$ cat src/pkg/rtfl_pkg.sv
package rtfl_pkg;
    // register indices; byte address is four times the index
    localparam logic [5:0] IDX_DIRECT_TEST = 6'h1A;
    localparam logic [5:0] IDX_TEST_MODE = 6'h1B;
    localparam logic [5:0] IDX_FIFO_STATUS = 6'h1C;
    localparam logic [5:0] IDX_TX_HIGH_MID = 6'h1D;
    localparam logic [5:0] IDX_TX_LOW_PART = 6'h1E;
    localparam logic [7:0] REG_RESET = 8'h00;
    // direct_path_test_control bits
    localparam int TC_SUBC_IN = 7;
    localparam int TC_SUBC_OUT = 6;
    localparam int TC_DIRECT = 5;
    localparam int TC_STAGE_SEL = 4;
    localparam int TC_SECOND_STAGE_GAIN_HALVE = 3;
    localparam int TC_FIRST_STAGE_GAIN_HALVE = 2;
    localparam int TC_FOLLOW = 1;
    localparam int TC_AGC_VIEW = 0;
    // test_mode_control bits
    localparam int TM_RF_LEVEL = 7;
    localparam int TM_IO1 = 3;
    localparam int TM_IO0 = 2;
    localparam int TM_DEC = 1;
    localparam int TM_FAST = 0;
    localparam logic [7:0] TM_STOP_MASK = 8'h0E;
    localparam logic [7:0] TM_WR_MASK = 8'h8F;
    // fifo_level_status bits
    localparam int FS_RSV = 7;
    localparam int FS_HIGH = 6;
    localparam int FS_LOW = 5;
    localparam int FS_OVF = 4;
    localparam logic [3:0] FIFO_HIGH_LVL = 4'h9;
    localparam logic [3:0] FIFO_LOW_LVL = 4'h3;
    localparam logic [3:0] FIFO_IRQ_ABOVE = 4'h8;
    localparam logic [3:0] FIFO_IRQ_BELOW = 4'h4;
    localparam logic [3:0] FIFO_ONE = 4'h1;
    // tx_count_low_partial layout
    localparam int TL_NIB_LSB = 4;
    localparam int TL_BITS_LSB = 1;
    localparam int TL_BROKEN = 0;
    // coder clock: 250 MHz system clock, 13.56 MHz carrier
    localparam int CLK_KHZ = 250000;
    localparam int RF_KHZ = 13560;
    localparam int FAST_DIV = CLK_KHZ / RF_KHZ;
    localparam int CODER_PRESCALE = 16;
endpackage : rtfl_pkg

$ cat src/logic/rtfl_regs.sv
// Function
// - both test registers clear at reset and while enable is low
// - subcarrier-input bit routes keying input pin into receive decoder
// - subcarrier-output bit drives receiver subcarrier on transmit keying pin
// - direct bit keys transmit from input pin unless subcarrier-output bit is set, and holds receiver reset
// - stage-select bit picks first or second amplifier stage output
// - bit 3 halves second stage gain and high-pass corner
// - bit 2 halves first stage gain and high-pass corner
// - gain-view bit shows automatic gain level on main strength bits
// - decoder or io test bits enter test mode; stop condition clears them unless a test mode write lands in the same cycle
// - fast coder bit clocks coders at full carrier rate
// - status bit 7 always reads zero
// - fifo high flag set during receive at nine bytes held
// - fifo low flag set during transmit at three bytes left
// - overflow flag set when host overfills the fifo
// - status low nibble reads held byte count minus one, zero when empty
// - status carries count nibble; broken-byte info sits in length reg
// - host writes count bits 11..4 into first length register
// - second length register holds low nibble, broken flag, bit count
// - length registers clear at reset, enable low, and transmit end
// - fifo level event: above eight in receive, below four in transmit
//
// The AHB-Lite register port was left to the implementer.
`timescale 1ns/100ps
module rtfl_regs #(
    parameter int FIFO_CNT_W = 4,
    parameter int RSSI_W = 3,
    parameter int CODER_PRESCALE = rtfl_pkg::CODER_PRESCALE
) (
    // clock and reset
    input wire logic hclk,
    input wire logic hresetn,
    // ahb-lite slave
    input wire logic hsel,
    input wire logic [31:0] haddr,
    input wire logic [1:0] htrans,
    input wire logic hwrite,
    input wire logic [2:0] hsize,
    input wire logic [31:0] hwdata,
    input wire logic hready,
    output logic hreadyout,
    output logic hresp,
    output logic [31:0] hrdata,
    // chip control
    input wire logic chip_enable,
    input wire logic stop_condition,
    // pins and receive path
    input wire logic keying_input_pin,
    input wire logic rx_digital,
    input wire logic rx_subcarrier,
    input wire logic encoder_mod,
    output logic decoder_input,
    output logic tx_keying_pin,
    output logic rx_reset,
    // analog controls
    output logic stage_select,
    output logic first_stage_gain_halve,
    output logic second_stage_gain_halve,
    output logic follower_test,
    output logic rf_level_test,
    input wire logic [RSSI_W-1:0] rssi_main,
    input wire logic [RSSI_W-1:0] agc_level,
    output logic [RSSI_W-1:0] rssi_view,
    // test mode and coder clock
    output logic test_mode,
    output logic coder_tick,
    // fifo state
    input wire logic rx_active,
    input wire logic tx_active,
    input wire logic [FIFO_CNT_W-1:0] fifo_count,
    input wire logic fifo_overrun,
    output logic fifo_level_event,
    // transmit length
    input wire logic tx_eof,
    input wire logic tx_byte_done,
    input wire logic tx_partial_done,
    output logic [11:0] tx_byte_count,
    output logic tx_broken_byte,
    output logic [2:0] tx_broken_bits,
    output logic tx_data_end
);
    import rtfl_pkg::*;

    localparam int FAST_DIV_I = (FAST_DIV < 1) ? 1 : FAST_DIV;
    localparam int SLOW_DIV_I = FAST_DIV_I * CODER_PRESCALE;
    localparam logic [15:0] FAST_LAST = 16'(FAST_DIV_I - 1);
    localparam logic [15:0] SLOW_LAST = 16'(SLOW_DIV_I - 1);

    logic [7:0] test_ctrl_r;
    logic [7:0] test_mode_r;
    logic [7:0] tx_high_r;
    logic [7:0] tx_low_r;
    logic fifo_high_r;
    logic fifo_low_r;
    logic overflow_r;
    logic [3:0] fifo_nib_r;
    logic fifo_event_r;
    logic [7:0] status_word;
    logic wr_pend_r;
    logic [5:0] wr_idx_r;
    logic [31:0] rdata_nxt;
    logic [31:0] hrdata_r;
    logic addr_ok;
    logic [5:0] addr_idx;
    logic status_read;
    logic [15:0] div_cnt_r;
    logic [15:0] div_last;
    logic coder_tick_r;
    logic [11:0] sent_cnt_r;
    logic partial_sent_r;
    logic tx_end_r;
    logic decoder_input_r;
    logic tx_keying_r;
    logic [RSSI_W-1:0] rssi_view_r;
    logic wr_test_ctrl;
    logic wr_test_mode;
    logic wr_tx_high;
    logic wr_tx_low;
    logic [7:0] wbyte;

    // ahb-lite slave: zero wait states, always okay
    assign hreadyout = 1'b1;
    assign hresp = 1'b0;
    assign hrdata = hrdata_r;
    assign addr_ok = hsel && htrans[1] && hready;
    assign addr_idx = haddr[7:2];
    assign status_read = addr_ok && !hwrite && (addr_idx == IDX_FIFO_STATUS);
    assign wbyte = hwdata[7:0];
    assign wr_test_ctrl = wr_pend_r && (wr_idx_r == IDX_DIRECT_TEST);
    assign wr_test_mode = wr_pend_r && (wr_idx_r == IDX_TEST_MODE);
    assign wr_tx_high = wr_pend_r && (wr_idx_r == IDX_TX_HIGH_MID);
    assign wr_tx_low = wr_pend_r && (wr_idx_r == IDX_TX_LOW_PART);

    // write data arrives one cycle after its address phase
    always_ff @(posedge hclk or negedge hresetn) begin
        if (!hresetn) begin
            wr_pend_r <= 1'b0;
            wr_idx_r <= 6'h00;
        end else begin
            wr_pend_r <= addr_ok && hwrite;
            wr_idx_r <= addr_idx;
        end
    end

    // reserved bit forced low; broken-byte data lives in the length register
    assign status_word = {1'b0, fifo_high_r, fifo_low_r, overflow_r, fifo_nib_r};

    // read data sampled in the address phase; unmapped reads return zero
    always_comb begin
        rdata_nxt = 32'h0000_0000;
        unique case (addr_idx)
            IDX_DIRECT_TEST: rdata_nxt[7:0] = test_ctrl_r;
            IDX_TEST_MODE: rdata_nxt[7:0] = test_mode_r;
            IDX_FIFO_STATUS: rdata_nxt[7:0] = status_word;
            IDX_TX_HIGH_MID: rdata_nxt[7:0] = tx_high_r;
            IDX_TX_LOW_PART: rdata_nxt[7:0] = tx_low_r;
            default: rdata_nxt = 32'h0000_0000;
        endcase
    end

    always_ff @(posedge hclk or negedge hresetn) begin
        if (!hresetn) begin
            hrdata_r <= 32'h0000_0000;
        end else if (addr_ok && !hwrite) begin
            hrdata_r <= rdata_nxt;
        end
    end

    // direct path test register
    always_ff @(posedge hclk or negedge hresetn) begin
        if (!hresetn) begin
            test_ctrl_r <= REG_RESET;
        end else if (!chip_enable) begin
            test_ctrl_r <= REG_RESET;
        end else if (wr_test_ctrl) begin
            test_ctrl_r <= wbyte;
        end
    end

    // test mode register; a host write in the stop cycle is kept
    always_ff @(posedge hclk or negedge hresetn) begin
        if (!hresetn) begin
            test_mode_r <= REG_RESET;
        end else if (!chip_enable) begin
            test_mode_r <= REG_RESET;
        end else if (wr_test_mode) begin
            test_mode_r <= wbyte & TM_WR_MASK;
        end else if (stop_condition) begin
            test_mode_r <= test_mode_r & ~TM_STOP_MASK;
        end
    end

    assign test_mode = test_mode_r[TM_DEC] | test_mode_r[TM_IO1] | test_mode_r[TM_IO0];
    assign rf_level_test = test_mode_r[TM_RF_LEVEL];

    // analog controls straight from the register
    assign rx_reset = test_ctrl_r[TC_DIRECT];
    assign stage_select = test_ctrl_r[TC_STAGE_SEL];
    assign second_stage_gain_halve = test_ctrl_r[TC_SECOND_STAGE_GAIN_HALVE];
    assign first_stage_gain_halve = test_ctrl_r[TC_FIRST_STAGE_GAIN_HALVE];
    assign follower_test = test_ctrl_r[TC_FOLLOW];

    // pin routing, registered so the pins never glitch on a mux change
    always_ff @(posedge hclk or negedge hresetn) begin
        if (!hresetn) begin
            decoder_input_r <= 1'b0;
            tx_keying_r <= 1'b0;
            rssi_view_r <= '0;
        end else begin
            decoder_input_r <= test_ctrl_r[TC_SUBC_IN] ? keying_input_pin : rx_digital;
            if (test_ctrl_r[TC_SUBC_OUT]) begin
                tx_keying_r <= rx_subcarrier;
            end else if (test_ctrl_r[TC_DIRECT]) begin
                tx_keying_r <= keying_input_pin;
            end else begin
                tx_keying_r <= encoder_mod;
            end
            rssi_view_r <= test_ctrl_r[TC_AGC_VIEW] ? agc_level : rssi_main;
        end
    end

    assign decoder_input = decoder_input_r;
    assign tx_keying_pin = tx_keying_r;
    assign rssi_view = rssi_view_r;

    // coder clock enable; 13.56 MHz is not a divisor of 250 MHz, so
    // the fast rate is the nearest integer division
    assign div_last = test_mode_r[TM_FAST] ? FAST_LAST : SLOW_LAST;

    always_ff @(posedge hclk or negedge hresetn) begin
        if (!hresetn) begin
            div_cnt_r <= 16'h0000;
            coder_tick_r <= 1'b0;
        end else if (div_cnt_r >= div_last) begin
            div_cnt_r <= 16'h0000;
            coder_tick_r <= 1'b1;
        end else begin
            div_cnt_r <= div_cnt_r + 16'h0001;
            coder_tick_r <= 1'b0;
        end
    end

    assign coder_tick = coder_tick_r;

    // fifo status flags follow the level each cycle
    always_ff @(posedge hclk or negedge hresetn) begin
        if (!hresetn) begin
            fifo_high_r <= 1'b0;
            fifo_low_r <= 1'b0;
            fifo_nib_r <= 4'h0;
            fifo_event_r <= 1'b0;
        end else begin
            fifo_high_r <= rx_active && (4'(fifo_count) >= FIFO_HIGH_LVL);
            fifo_low_r <= tx_active && (4'(fifo_count) <= FIFO_LOW_LVL);
            // empty reads as zero rather than wrapping
            fifo_nib_r <= (fifo_count == '0) ? 4'h0 : 4'(fifo_count) - FIFO_ONE;
            fifo_event_r <= (rx_active && (4'(fifo_count) > FIFO_IRQ_ABOVE))
                || (tx_active && (4'(fifo_count) < FIFO_IRQ_BELOW));
        end
    end

    assign fifo_level_event = fifo_event_r;

    // overflow is sticky; a status read clears it but a new overrun wins
    always_ff @(posedge hclk or negedge hresetn) begin
        if (!hresetn) begin
            overflow_r <= 1'b0;
        end else if (fifo_overrun) begin
            overflow_r <= 1'b1;
        end else if (!chip_enable || status_read) begin
            overflow_r <= 1'b0;
        end
    end

    // transmit length registers
    always_ff @(posedge hclk or negedge hresetn) begin
        if (!hresetn) begin
            tx_high_r <= REG_RESET;
            tx_low_r <= REG_RESET;
        end else if (!chip_enable || tx_eof) begin
            tx_high_r <= REG_RESET;
            tx_low_r <= REG_RESET;
        end else begin
            if (wr_tx_high) begin
                tx_high_r <= wbyte;
            end
            if (wr_tx_low) begin
                tx_low_r <= wbyte;
            end
        end
    end

    assign tx_byte_count = {tx_high_r, tx_low_r[TL_NIB_LSB +: 4]};
    assign tx_broken_byte = tx_low_r[TL_BROKEN];
    assign tx_broken_bits = tx_low_r[TL_BITS_LSB +: 3];

    // bytes sent in the current frame
    always_ff @(posedge hclk or negedge hresetn) begin
        if (!hresetn) begin
            sent_cnt_r <= 12'h000;
            partial_sent_r <= 1'b0;
        end else if (tx_eof || !chip_enable) begin
            sent_cnt_r <= 12'h000;
            partial_sent_r <= 1'b0;
        end else if (tx_active) begin
            if (tx_byte_done && (sent_cnt_r != tx_byte_count)) begin
                sent_cnt_r <= sent_cnt_r + 12'h001;
            end
            if (tx_partial_done) begin
                partial_sent_r <= 1'b1;
            end
        end
    end

    // data ends after all whole bytes and, if flagged, the broken byte
    always_ff @(posedge hclk or negedge hresetn) begin
        if (!hresetn) begin
            tx_end_r <= 1'b0;
        end else begin
            tx_end_r <= tx_active && (sent_cnt_r == tx_byte_count)
                && (!tx_broken_byte || partial_sent_r);
        end
    end

    assign tx_data_end = tx_end_r;
endmodule : rtfl_regs

$ cat config.mk
export PLATFORM = sky130hd
export DESIGN_NAME = rtfl_regs
export DESIGN_NICKNAME = d
export VERILOG_FILES = /design/src/pkg/rtfl_pkg.sv /design/src/logic/rtfl_regs.sv
export SDC_FILE = /design/constraint.sdc
export NUM_CORES = 1
export LEC_CHECK = 0
export ABC_AREA = 1
export ABC_CLOCK_PERIOD_IN_PS = 1800
export BUFFER_PORTS_ARGS = -buffer_cell sky130_fd_sc_hd__buf_2
export CAP_MARGIN = 20
export CORE_UTILIZATION = 31
export CTS_CLUSTER_DIAMETER = 50
export DETAILED_ROUTE_END_ITERATION = 10
export HOLD_SLACK_MARGIN = 0.05
export SYNTH_ARGS = -nofsm -noshare
export SYNTH_HDL_FRONTEND = slang
export SYNTH_SLANG_ARGS = --single-unit
$ cat constraint.sdc
create_clock -name hclk -period 1.8 [get_ports hclk]
set_input_delay 0.36 -clock hclk [delete_from_list [all_inputs] [get_ports hclk]]
set_output_delay 0.36 -clock hclk [all_outputs]
set_load 0.005 [all_outputs]
---- Yosys cells after proc, flatten, opt, wreduce, memory -nomap -nowiden ----
Index checks and enable logic that the tools add are counted.
storage, ports and cells
  memories ................................ 0
  RAM bits ................................ 0
  ROM bits ................................ 0
  logic and storage cells ................. 103
  latch bits .............................. 0
  flip-flop bits (word level) ............. 91
operators by class
  add/subtract/negate cells ............... 3
  divide/modulo/power cells ............... 0
  multipliers ............................. 0
  $lt $le $gt $ge ......................... 5
  multiplexer cells ....................... 26
  equal/unequal tests ..................... 14
  bitwise operators ....................... 2
  reduce and logical (&&, ||, !) cells .... 32
  shift operators ......................... 0
operator list
  cell                                                                               number
  8-bit 2-to-1 mux                                                                   8
  6-bit by 5-bit == test with 1-bit output (second input constant)                   9
  8-bit one-hot mux with 5 select lines                                              1
  12-bit 2-to-1 mux                                                                  3
  16-bit by 1-bit adder with 16-bit output (second input constant)                   1
  16-bit by 9-bit >= comparator with 1-bit output                                    1
  1-bit logical AND                                                                  16
  16-bit 2-to-1 mux                                                                  1
  12-bit by 1-bit adder with 12-bit output (second input constant)                   1
  12-bit == test                                                                     1
  12-bit != test                                                                     1
  2-bit nonzero test                                                                 6
  1-bit 2-to-1 mux                                                                   9
  9-bit 2-to-1 mux                                                                   1
  4-bit 2-to-1 mux                                                                   2
  4-bit >= comparator (second input constant)                                        1
  4-bit > comparator (second input constant)                                         1
  4-bit by 2-bit less-or-equal comparator with 1-bit output (second input constant)  1
  4-bit logical NOT                                                                  1
  1-bit logical OR                                                                   4
  4-bit by 3-bit < comparator with 1-bit output (second input constant)              1
  2-bit by 1-bit != test with 1-bit output (second input constant)                   2
  2-bit AND reduction                                                                2
  4-bit by 1-bit subtractor with 4-bit output (second input constant)                1
  other kinds (4)                                                                    7

---- Depth between registers and ports, before layout ----
Gate-level depths: netlist (run 1).
  word-level depth ........................ 7
  depth in mapped cells ................... 10
  depth with buffers taken out ............ 9

---- Least setup slack after synthesis (run 1) ----
No wires, ideal clock.
  kind .................................... reg2reg
  start ................................... register test_mode_r[0]
  end ..................................... register div_cnt_r[8]
  arrival time ............................ 1.317 ns
  setup time .............................. 0.120 ns
  cell stages (with the launch flop) ...... 8
  required time ........................... 1.680 ns
  buffers on the path ..................... 1
  path slack .............................. 0.363 ns
  period minus slack after synthesis ...... 1.437 ns
  path through ............................ dfrtp_1 ha_1 nand2_1 o21ai_1 a21oi_1 o21bai_1 buf_2 nor2_1
between the ends
  longest elaborated chain between the ends .. 3
RTL lines
  what                                             RTL line          source
  start: declaration                               rtfl_regs.sv:90   logic [7:0] test_mode_r;
  start signal: assignment                         rtfl_regs.sv:187  test_mode_r <= wbyte & TM_WR_MASK;
  start signal: assignment                         rtfl_regs.sv:189  test_mode_r <= test_mode_r & ~TM_STOP_MASK;
  9-bit 2-to-1 mux                                 rtfl_regs.sv:228  assign div_last = test_mode_r[TM_FAST] ? FAST_LAST : SLOW_LAST;
  16-bit by 9-bit >= comparator with 1-bit output  rtfl_regs.sv:234  end else if (div_cnt_r >= div_last) begin
  16-bit 2-to-1 mux                                rtfl_regs.sv:234
  end signal: assignment                           rtfl_regs.sv:238  div_cnt_r <= div_cnt_r + 16'h0001;
  end: declaration                                 rtfl_regs.sv:106  logic [15:0] div_cnt_r;
No other way between the ends.
A chain may end at the register's enable or synchronous reset.

---- Worst setup path after layout (run 1) ----
  start ................................... register test_mode_r[2]
  end ..................................... output test_mode
between the ends
  longest elaborated chain between the ends .. 1
RTL lines
  what              RTL line          source
  1-bit bitwise OR  rtfl_regs.sv:193  assign test_mode = test_mode_r[TM_DEC] | test_mode_r[TM_IO1] | test_mode_r[TM_IO0];
  end: declaration  rtfl_regs.sv:65   output logic test_mode,
No other way between the ends.

==> results.toml, run 1 <==
[cells_and_area]
fin_util_pct = 38.1
nNetsFinal = 760
layout-drive-gt1-share_pct = 21.0
syn_to_final_growth_pct = 20.7
antennaDiodeCount = 0
final_common_cell = "nand2_1"
most-common-layout-cells = "nand2_1 (151), dfrtp_1 (88), buf_2 (79), nand3_1 (65), inv_1 (47)"

[synthesis]
synth-edff-count = 0
synth_top_area_share_pct = 48.2
synth_mux_area_share_pct = 0.739
synth.distinct_cells = 34
synthXorXnorAreaFrac_pct = 3.45
netlist_instances = 559
synth_ff_type = "dfrtp_1"
ys_ff_latch = 88
yosys_warnings = 0
async_flop_share_pct = 100
synth-compound-area-share_pct = 4.76
synth_fa_ha_area_share_pct = 1.64
synthTopCellsByArea = "dfrtp_1 (48%), nand2_1 (12%), nand3_1 (7.1%)"
yosysTopAreaCell = "dfrtp_1"
syn_area_um2 = 4570
synth_top_family_by_area = "simple AND/OR/NAND/NOR gates"
avgSynthCellArea_um2 = 8.18
yosys.area_share.simple_pct = 30.3
yosysSeqAreaShare_pct = 48.2

[flow_run]
drv_cap = 0

[run_status]
status = "complete, no violations"

[sta]
fin_skew_ps = 6.91
rsz0062_at_grt = "no"
finalMaxSlewViolations = 0
hold_viol = 0
fin_hold_ws_ps = 143
final.period_utilization_pct = 93.8
fin_crit_ps = 1690
setup-violations-final = 0
max_freq_mhz = 592

[drt]
remaining_drc_errors = 0
detail-route-antenna-nets = 0
avgViaCountPerCell = 4.51
totalWireLength_um = 11300
dr.first_iter.drc_count = 272
first_pass_iters = 4
vias = 3822
wl_per_cell_um = 13.4

[placement]
numPortBuffers = 80
dp_hpwl_um = 8610
gp_congestion = 0.835

[worst_hold_path]
min_delay_path_depth = 1
hold_path.class = "primary input to register"

[grt]
antenna_found_initial = 0
grt_overflow = 0
grt_use_total_pct = 16.0
grt_pass1_wl_um = 18100
grt_max_degree = 34
grt_pass1_vias = 3546

[floorplanning]
coreArea_um2 = 14500
fp-row-count = 44
pin_count = 161
die_area_um2 = 15200
die_w_um = 123
die_y_um = 123
start_util_pct = 31.6

[power_and_ir_drop]
leakagePower_nw = 2.86
p_per_area_nw_per_um2 = 817
ir_drop_mv = 0.478

[setup_path]
reg2regPathDepth = 6
crit_path_max_fanout = 3
criticalPathCategory = "register to output port"
cp.required_ps = 1440
rrSetupSlack_ps = 230
arrival_ps = 1330
cp-end-kind = "output port"
startpoint_type = "register"

[clock_network]
cts_buffers = 9
htreeDepth = 3
clk_latency_ps = 350
tritoncts = "done"
cts_setup_buffers = 0
clock_sinks = 88
clk_pin_slew_ps = 60
root_buffer = "clkbuf_16"
clk_path_buf_depth = 2
## logic make-up (layout without fill, tap and decap cells)
group,after synthesis,after routing
AO/OA/AOI/OAI,40,40
AND/OR/NAND/NOR,307,307
flip-flops,88,88
other,2,32
XOR/XNOR,18,18
multiplexers,3,3
adder cells (fa/ha/maj),6,6
buffers and inverters,95,169
## per-stage QoR
stage	setup slack [ps]	total power (W)	cells	instance area, um^2	setup TNS, ps
2_1_floorplan	363	0.00243	589	4680	0
3_3_place_gp	-101	0.00264	830	5190	-1050
3_5_place_dp	-128	0.00265	830	5190	-1230
4_1_cts	111	0.00457	847	5510	0
5_1_grt	48.3	0.00474	847	5520	0
6_report	111	0.00451	847	5520	0
## flip-flops by register name, summed over array words and instances (netlist names), 3 cells and up
| name | cells |
|---|---|
| sent_cnt_r | 12 |
| wr_idx_r | 6 |
| hrdata | 8 |
| div_cnt_r | 16 |
| fifo_nib_r | 4 |
| test_ctrl_r | 8 |
| test_mode_r | 5 |
| tx_low_r | 8 |
| tx_high_r | 8 |
| rssi_view | 3 |
## critical path, stage by stage (launching register included)
cell     delay [ps]
dfrtp_1         400
or3_1           430
buf_2           150
## path summary, 6_finish.rpt
path | endpoint | from
worst max-delay path | test_mode | test_mode_r[2]
worst min-delay path | wr_idx_r[5] | haddr[7]
worst max register to register | div_cnt_r[3] | test_mode_r[0]
worst min register to register | hrdata[6] | hrdata[6]
max in group asynchronous | tx_keying_pin | hresetn
min in group asynchronous | partial_sent_r | hresetn
## repair_timing
| item | in CTS | in global routing |
|---|---|---|
| setup endpoints to repair | 11 | 10 |
| gates resized for setup | 1 | 1 |
| endpoints found under the hold margin | 30 | 0 |
| hold buffers | 1 | 0 |
## cell usage after synthesis, drive strengths merged, types with 2 or more instances
cell type  count
dfrtp         88
a21oi          7
xor2          10
ha             6
mux2           3
nor3           9
o21ai         31
nor4           2
nand2        152
nand4         24
buf           41
clkbuf         2
conb           2
nor2          50
nand3         66
inv           52
xnor2          8
## final cells by class
class	instances	area, um^2
multi-input combinational	406	2000
timing repair buffer	101	588
fill	1514	8960
inverter	52	195
clock buffer	9	225
clock inverter	7	77.6
sequential	88	2200
tap	184	230
## layer usage
metal	vias to the layer above	share of wire [%]	GRT usage, %
met5	-	0	0
met4	0	1.6	4.52
met3	12	5.5	5.03
met2	84	47	26.1
met1	1782	46	20.3
li1	1944	-	-
## report_power, final
group	switching [W]	leakage [nW]	internal [W]
Combinational	0.000288	1.57	0.000174
Sequential	0.0000722	1.15	0.00207
Clock	0.000815	0.147	0.00109
Total	0.00118	2.86	0.00333
(Power assumes the default switching activity.)
==> run 2, diff against run 1 <==
Settings changed: ABC_AREA 1 to not set, ABC_CLOCK_PERIOD_IN_PS 1800 to 1500.
Clock period 1.8 ns to 1.5 ns, I/O delays scaled along.
==> run 2 against run 1 <==
  * The flow now finishes with violations (setup timing)
  * Sequential cell count unchanged
  * Die area down 5.5%
  * Critical path depth up 5
  * Utilization up 6.2 points
  * Power up 14%
  * Non-clock buffer count up 57
  * Worst setup slack worse by 320 ps
  * First-iteration DRC count down 36%
  * Register-to-register slack worse by 440 ps
  * Global-route usage up 0.70 points
  * Critical path type is now register to register
==> results.toml, run 2 <==
[synthesis]
synth_common_cells = "dfrtp_1 (88), mux2i_1 (37), nor2_1 (33)"
yosysTopAreaCell = "dfrtp_1"
synthTopCellsByArea = "dfrtp_1 (51%), mux2i_1 (8.6%), buf_4 (4.5%)"
yosysMostFrequentCell = "dfrtp_1"
netlist_instances = 404
yosys_warnings = 0
avgSynthCellArea_um2 = 10.7
synth_ff_type = "dfrtp_1"
ys_ff_latch = 88
synth-edff-count = 0
synth_top_area_share_pct = 51.0
syn_area_um2 = 4310
synth.distinct_cells = 47
async_flop_share_pct = 100
yosysSeqAreaShare_pct = 51.0

[grt]
grt_max_degree = 32
grt_pass1_vias = 3685
grt_use_total_pct = 16.7
grt_overflow = 0
grt_pass1_wl_um = 18600
antenna_found_initial = 0

[cells_and_area]
regArea_um2 = 2200
final_common_cell = "dfrtp_1"
syn_to_final_growth_pct = 37.8
fillers = 1273
max_flop_register = "div_cnt_r"
layout-drive-gt1-share_pct = 39.5
largest_reg_flops = 16
most-common-layout-cells = "dfrtp_1 (87), buf_2 (79), buf_4 (63), mux2i_1 (37), conb_1 (32)"
reg_top3 = "div_cnt_r x16, sent_cnt_r x12"
multi_input_area_um2 = 2130
nNetsFinal = 664
antennaDiodeCount = 0

[drt]
avgViaCountPerCell = 4.77
dr.first_iter.drc_count = 174
remaining_drc_errors = 0
detail-route-antenna-nets = 0
wl_per_cell_um = 15.7
totalWireLength_um = 11600
vias = 3543
first_pass_iters = 4

[sta]
fin_hold_ws_ps = 75.7
hold_viol = 0
max_freq_mhz = 584
max_slew.worst_pin.slew_ps = 595
relSlewSlack_pct = 60.2
fin_crit_ps = 1710
finalMaxSlewViolations = 0
setup-violations-final = 29
rsz0062_at_grt = "yes"
fin_skew_ps = 8.19
final.period_utilization_pct = 114
worst_slack_ps = -213

[clock_network]
clk_pin_slew_ps = 60
root_buffer = "clkbuf_16"
tritoncts = "done"
clk_path_buf_depth = 2
cts_buffers = 9
htreeDepth = 3
clock_sinks = 88
clk_latency_ps = 340

[power_and_ir_drop]
leakagePower_nw = 2.89
ir_drop_mv = 0.465
p_per_area_nw_per_um2 = 863

[setup_path]
crit_top_cell = "a21o_1"
startpoint_type = "register"
arrival_ps = 1990
criticalPathCategory = "register to register"
cpPeakStageDelay_ps = 450
cp.required_ps = 1770
cp-end-kind = "register"
path_cells = "ha_4 > a21o_1 > a21o_1 > a21oi_4 > o211ai_1 > buf_4 > nor2_1"
crit_path_max_fanout = 7
slowest_stage = "dfrtp_2"

[flow_run]
drv_cap = 0

[floorplanning]
die_y_um = 120
coreArea_um2 = 13400
fp-row-count = 42
die_w_um = 120
start_util_pct = 32.2
pin_count = 161
die_area_um2 = 14400

[worst_hold_path]
hold_path.class = "primary input to register"

[placement]
numPortBuffers = 80
gp_congestion = 0.859
pre_cts_ws_ps = -236
dp_hpwl_um = 8580

[run_status]
status = "finished with violations"
violations = "setup timing"
[run 2: through the flow]
step,power [W],instances,TNS (ps),util [%],cell area [um^2]
detailed placement,0.00279,715,-4830,39.7,5320
CTS,0.00517,741,-3160,43.1,5780
finish,0.00513,743,-3680,44.4,5940
floorplan,0.00263,434,-202,-,4440
global placement,0.00278,715,-3720,39.7,5320
global route,0.00531,743,-5940,44.4,5940
[run 2: critical path: cells and delay by family, from the launching register on]
family	cells	cell delay, ps
compound gates	4	670
fa+ha+maj	1	220
buf+inv	1	210
flops	1	450
simple gates	1	100
[run 2: cells by family (layout without fill, tap and decap cells)]
family                   after synthesis  in the layout  synth area share, %
adder cells (fa/ha/maj)                6              6                 1.74
XOR/XNOR                              20             20                 4.06
flip-flops                            88             88                 51.0
multiplexers                          46             46                 10.9
AO/OA/AOI/OAI                         58             58                 7.98
buffers and inverters                 44            177                 6.41
other                                  2             32                0.174
AND/OR/NAND/NOR                      140            140                 17.7
[run 2: worst paths after layout]
| check | startpoint | end | slack, ps | depth (start not counted) |
|---|---|---|---|---|
| worst max-delay path | test_mode_r[0] | div_cnt_r[7] | -210 | 7 |
| worst min-delay path | haddr[7] | wr_idx_r[5] | 80 | 1 |
| worst max register to register | test_mode_r[0] | div_cnt_r[7] | -210 | 7 |
| worst min register to register | hrdata[1] | hrdata[1] | 480 | 2 |
| max in group asynchronous | hresetn | decoder_input | 500 | 3 |
| min in group asynchronous | hresetn | coder_tick | 440 | 2 |
[run 2: layout make-up]
type                            instances  area share, %
Clock buffer                           10           3.85
Clock inverter                          6           1.41
Inverter                                3          0.189
Multi-Input combinational cell        302           35.9
Sequential cell                        88           37.1
Tap cell                              176           3.71
Timing Repair Buffer                  158           17.9
[run 2: repair_timing]
item	CTS	global route
buffers inserted	7	5
hold buffers	1	0
setup endpoints to repair	32	40
hold endpoints to repair	27	0
resized for setup	25	41
gates cloned	2	0
pin swaps	26	18
[run 2: report_power, final]
part | leakage, nW | switching [W] | internal, W
logic | 1.57 | 0.000191 | 0.000129
registers | 1.17 | 0.0000170 | 0.00241
clock network | 0.156 | 0.000921 | 0.00145
total | 2.89 | 0.00113 | 0.00400
[run 2: layer usage]
layer / global-route usage (%) / routed length [um] / up-vias
met5: 0 / 0 / -
met1: 21.1 / 5070 / 1736
li1: - / - / 1670
met4: 7.42 / 364 / 0
met2: 27.9 / 5720 / 112
met3: 2.90 / 490 / 25
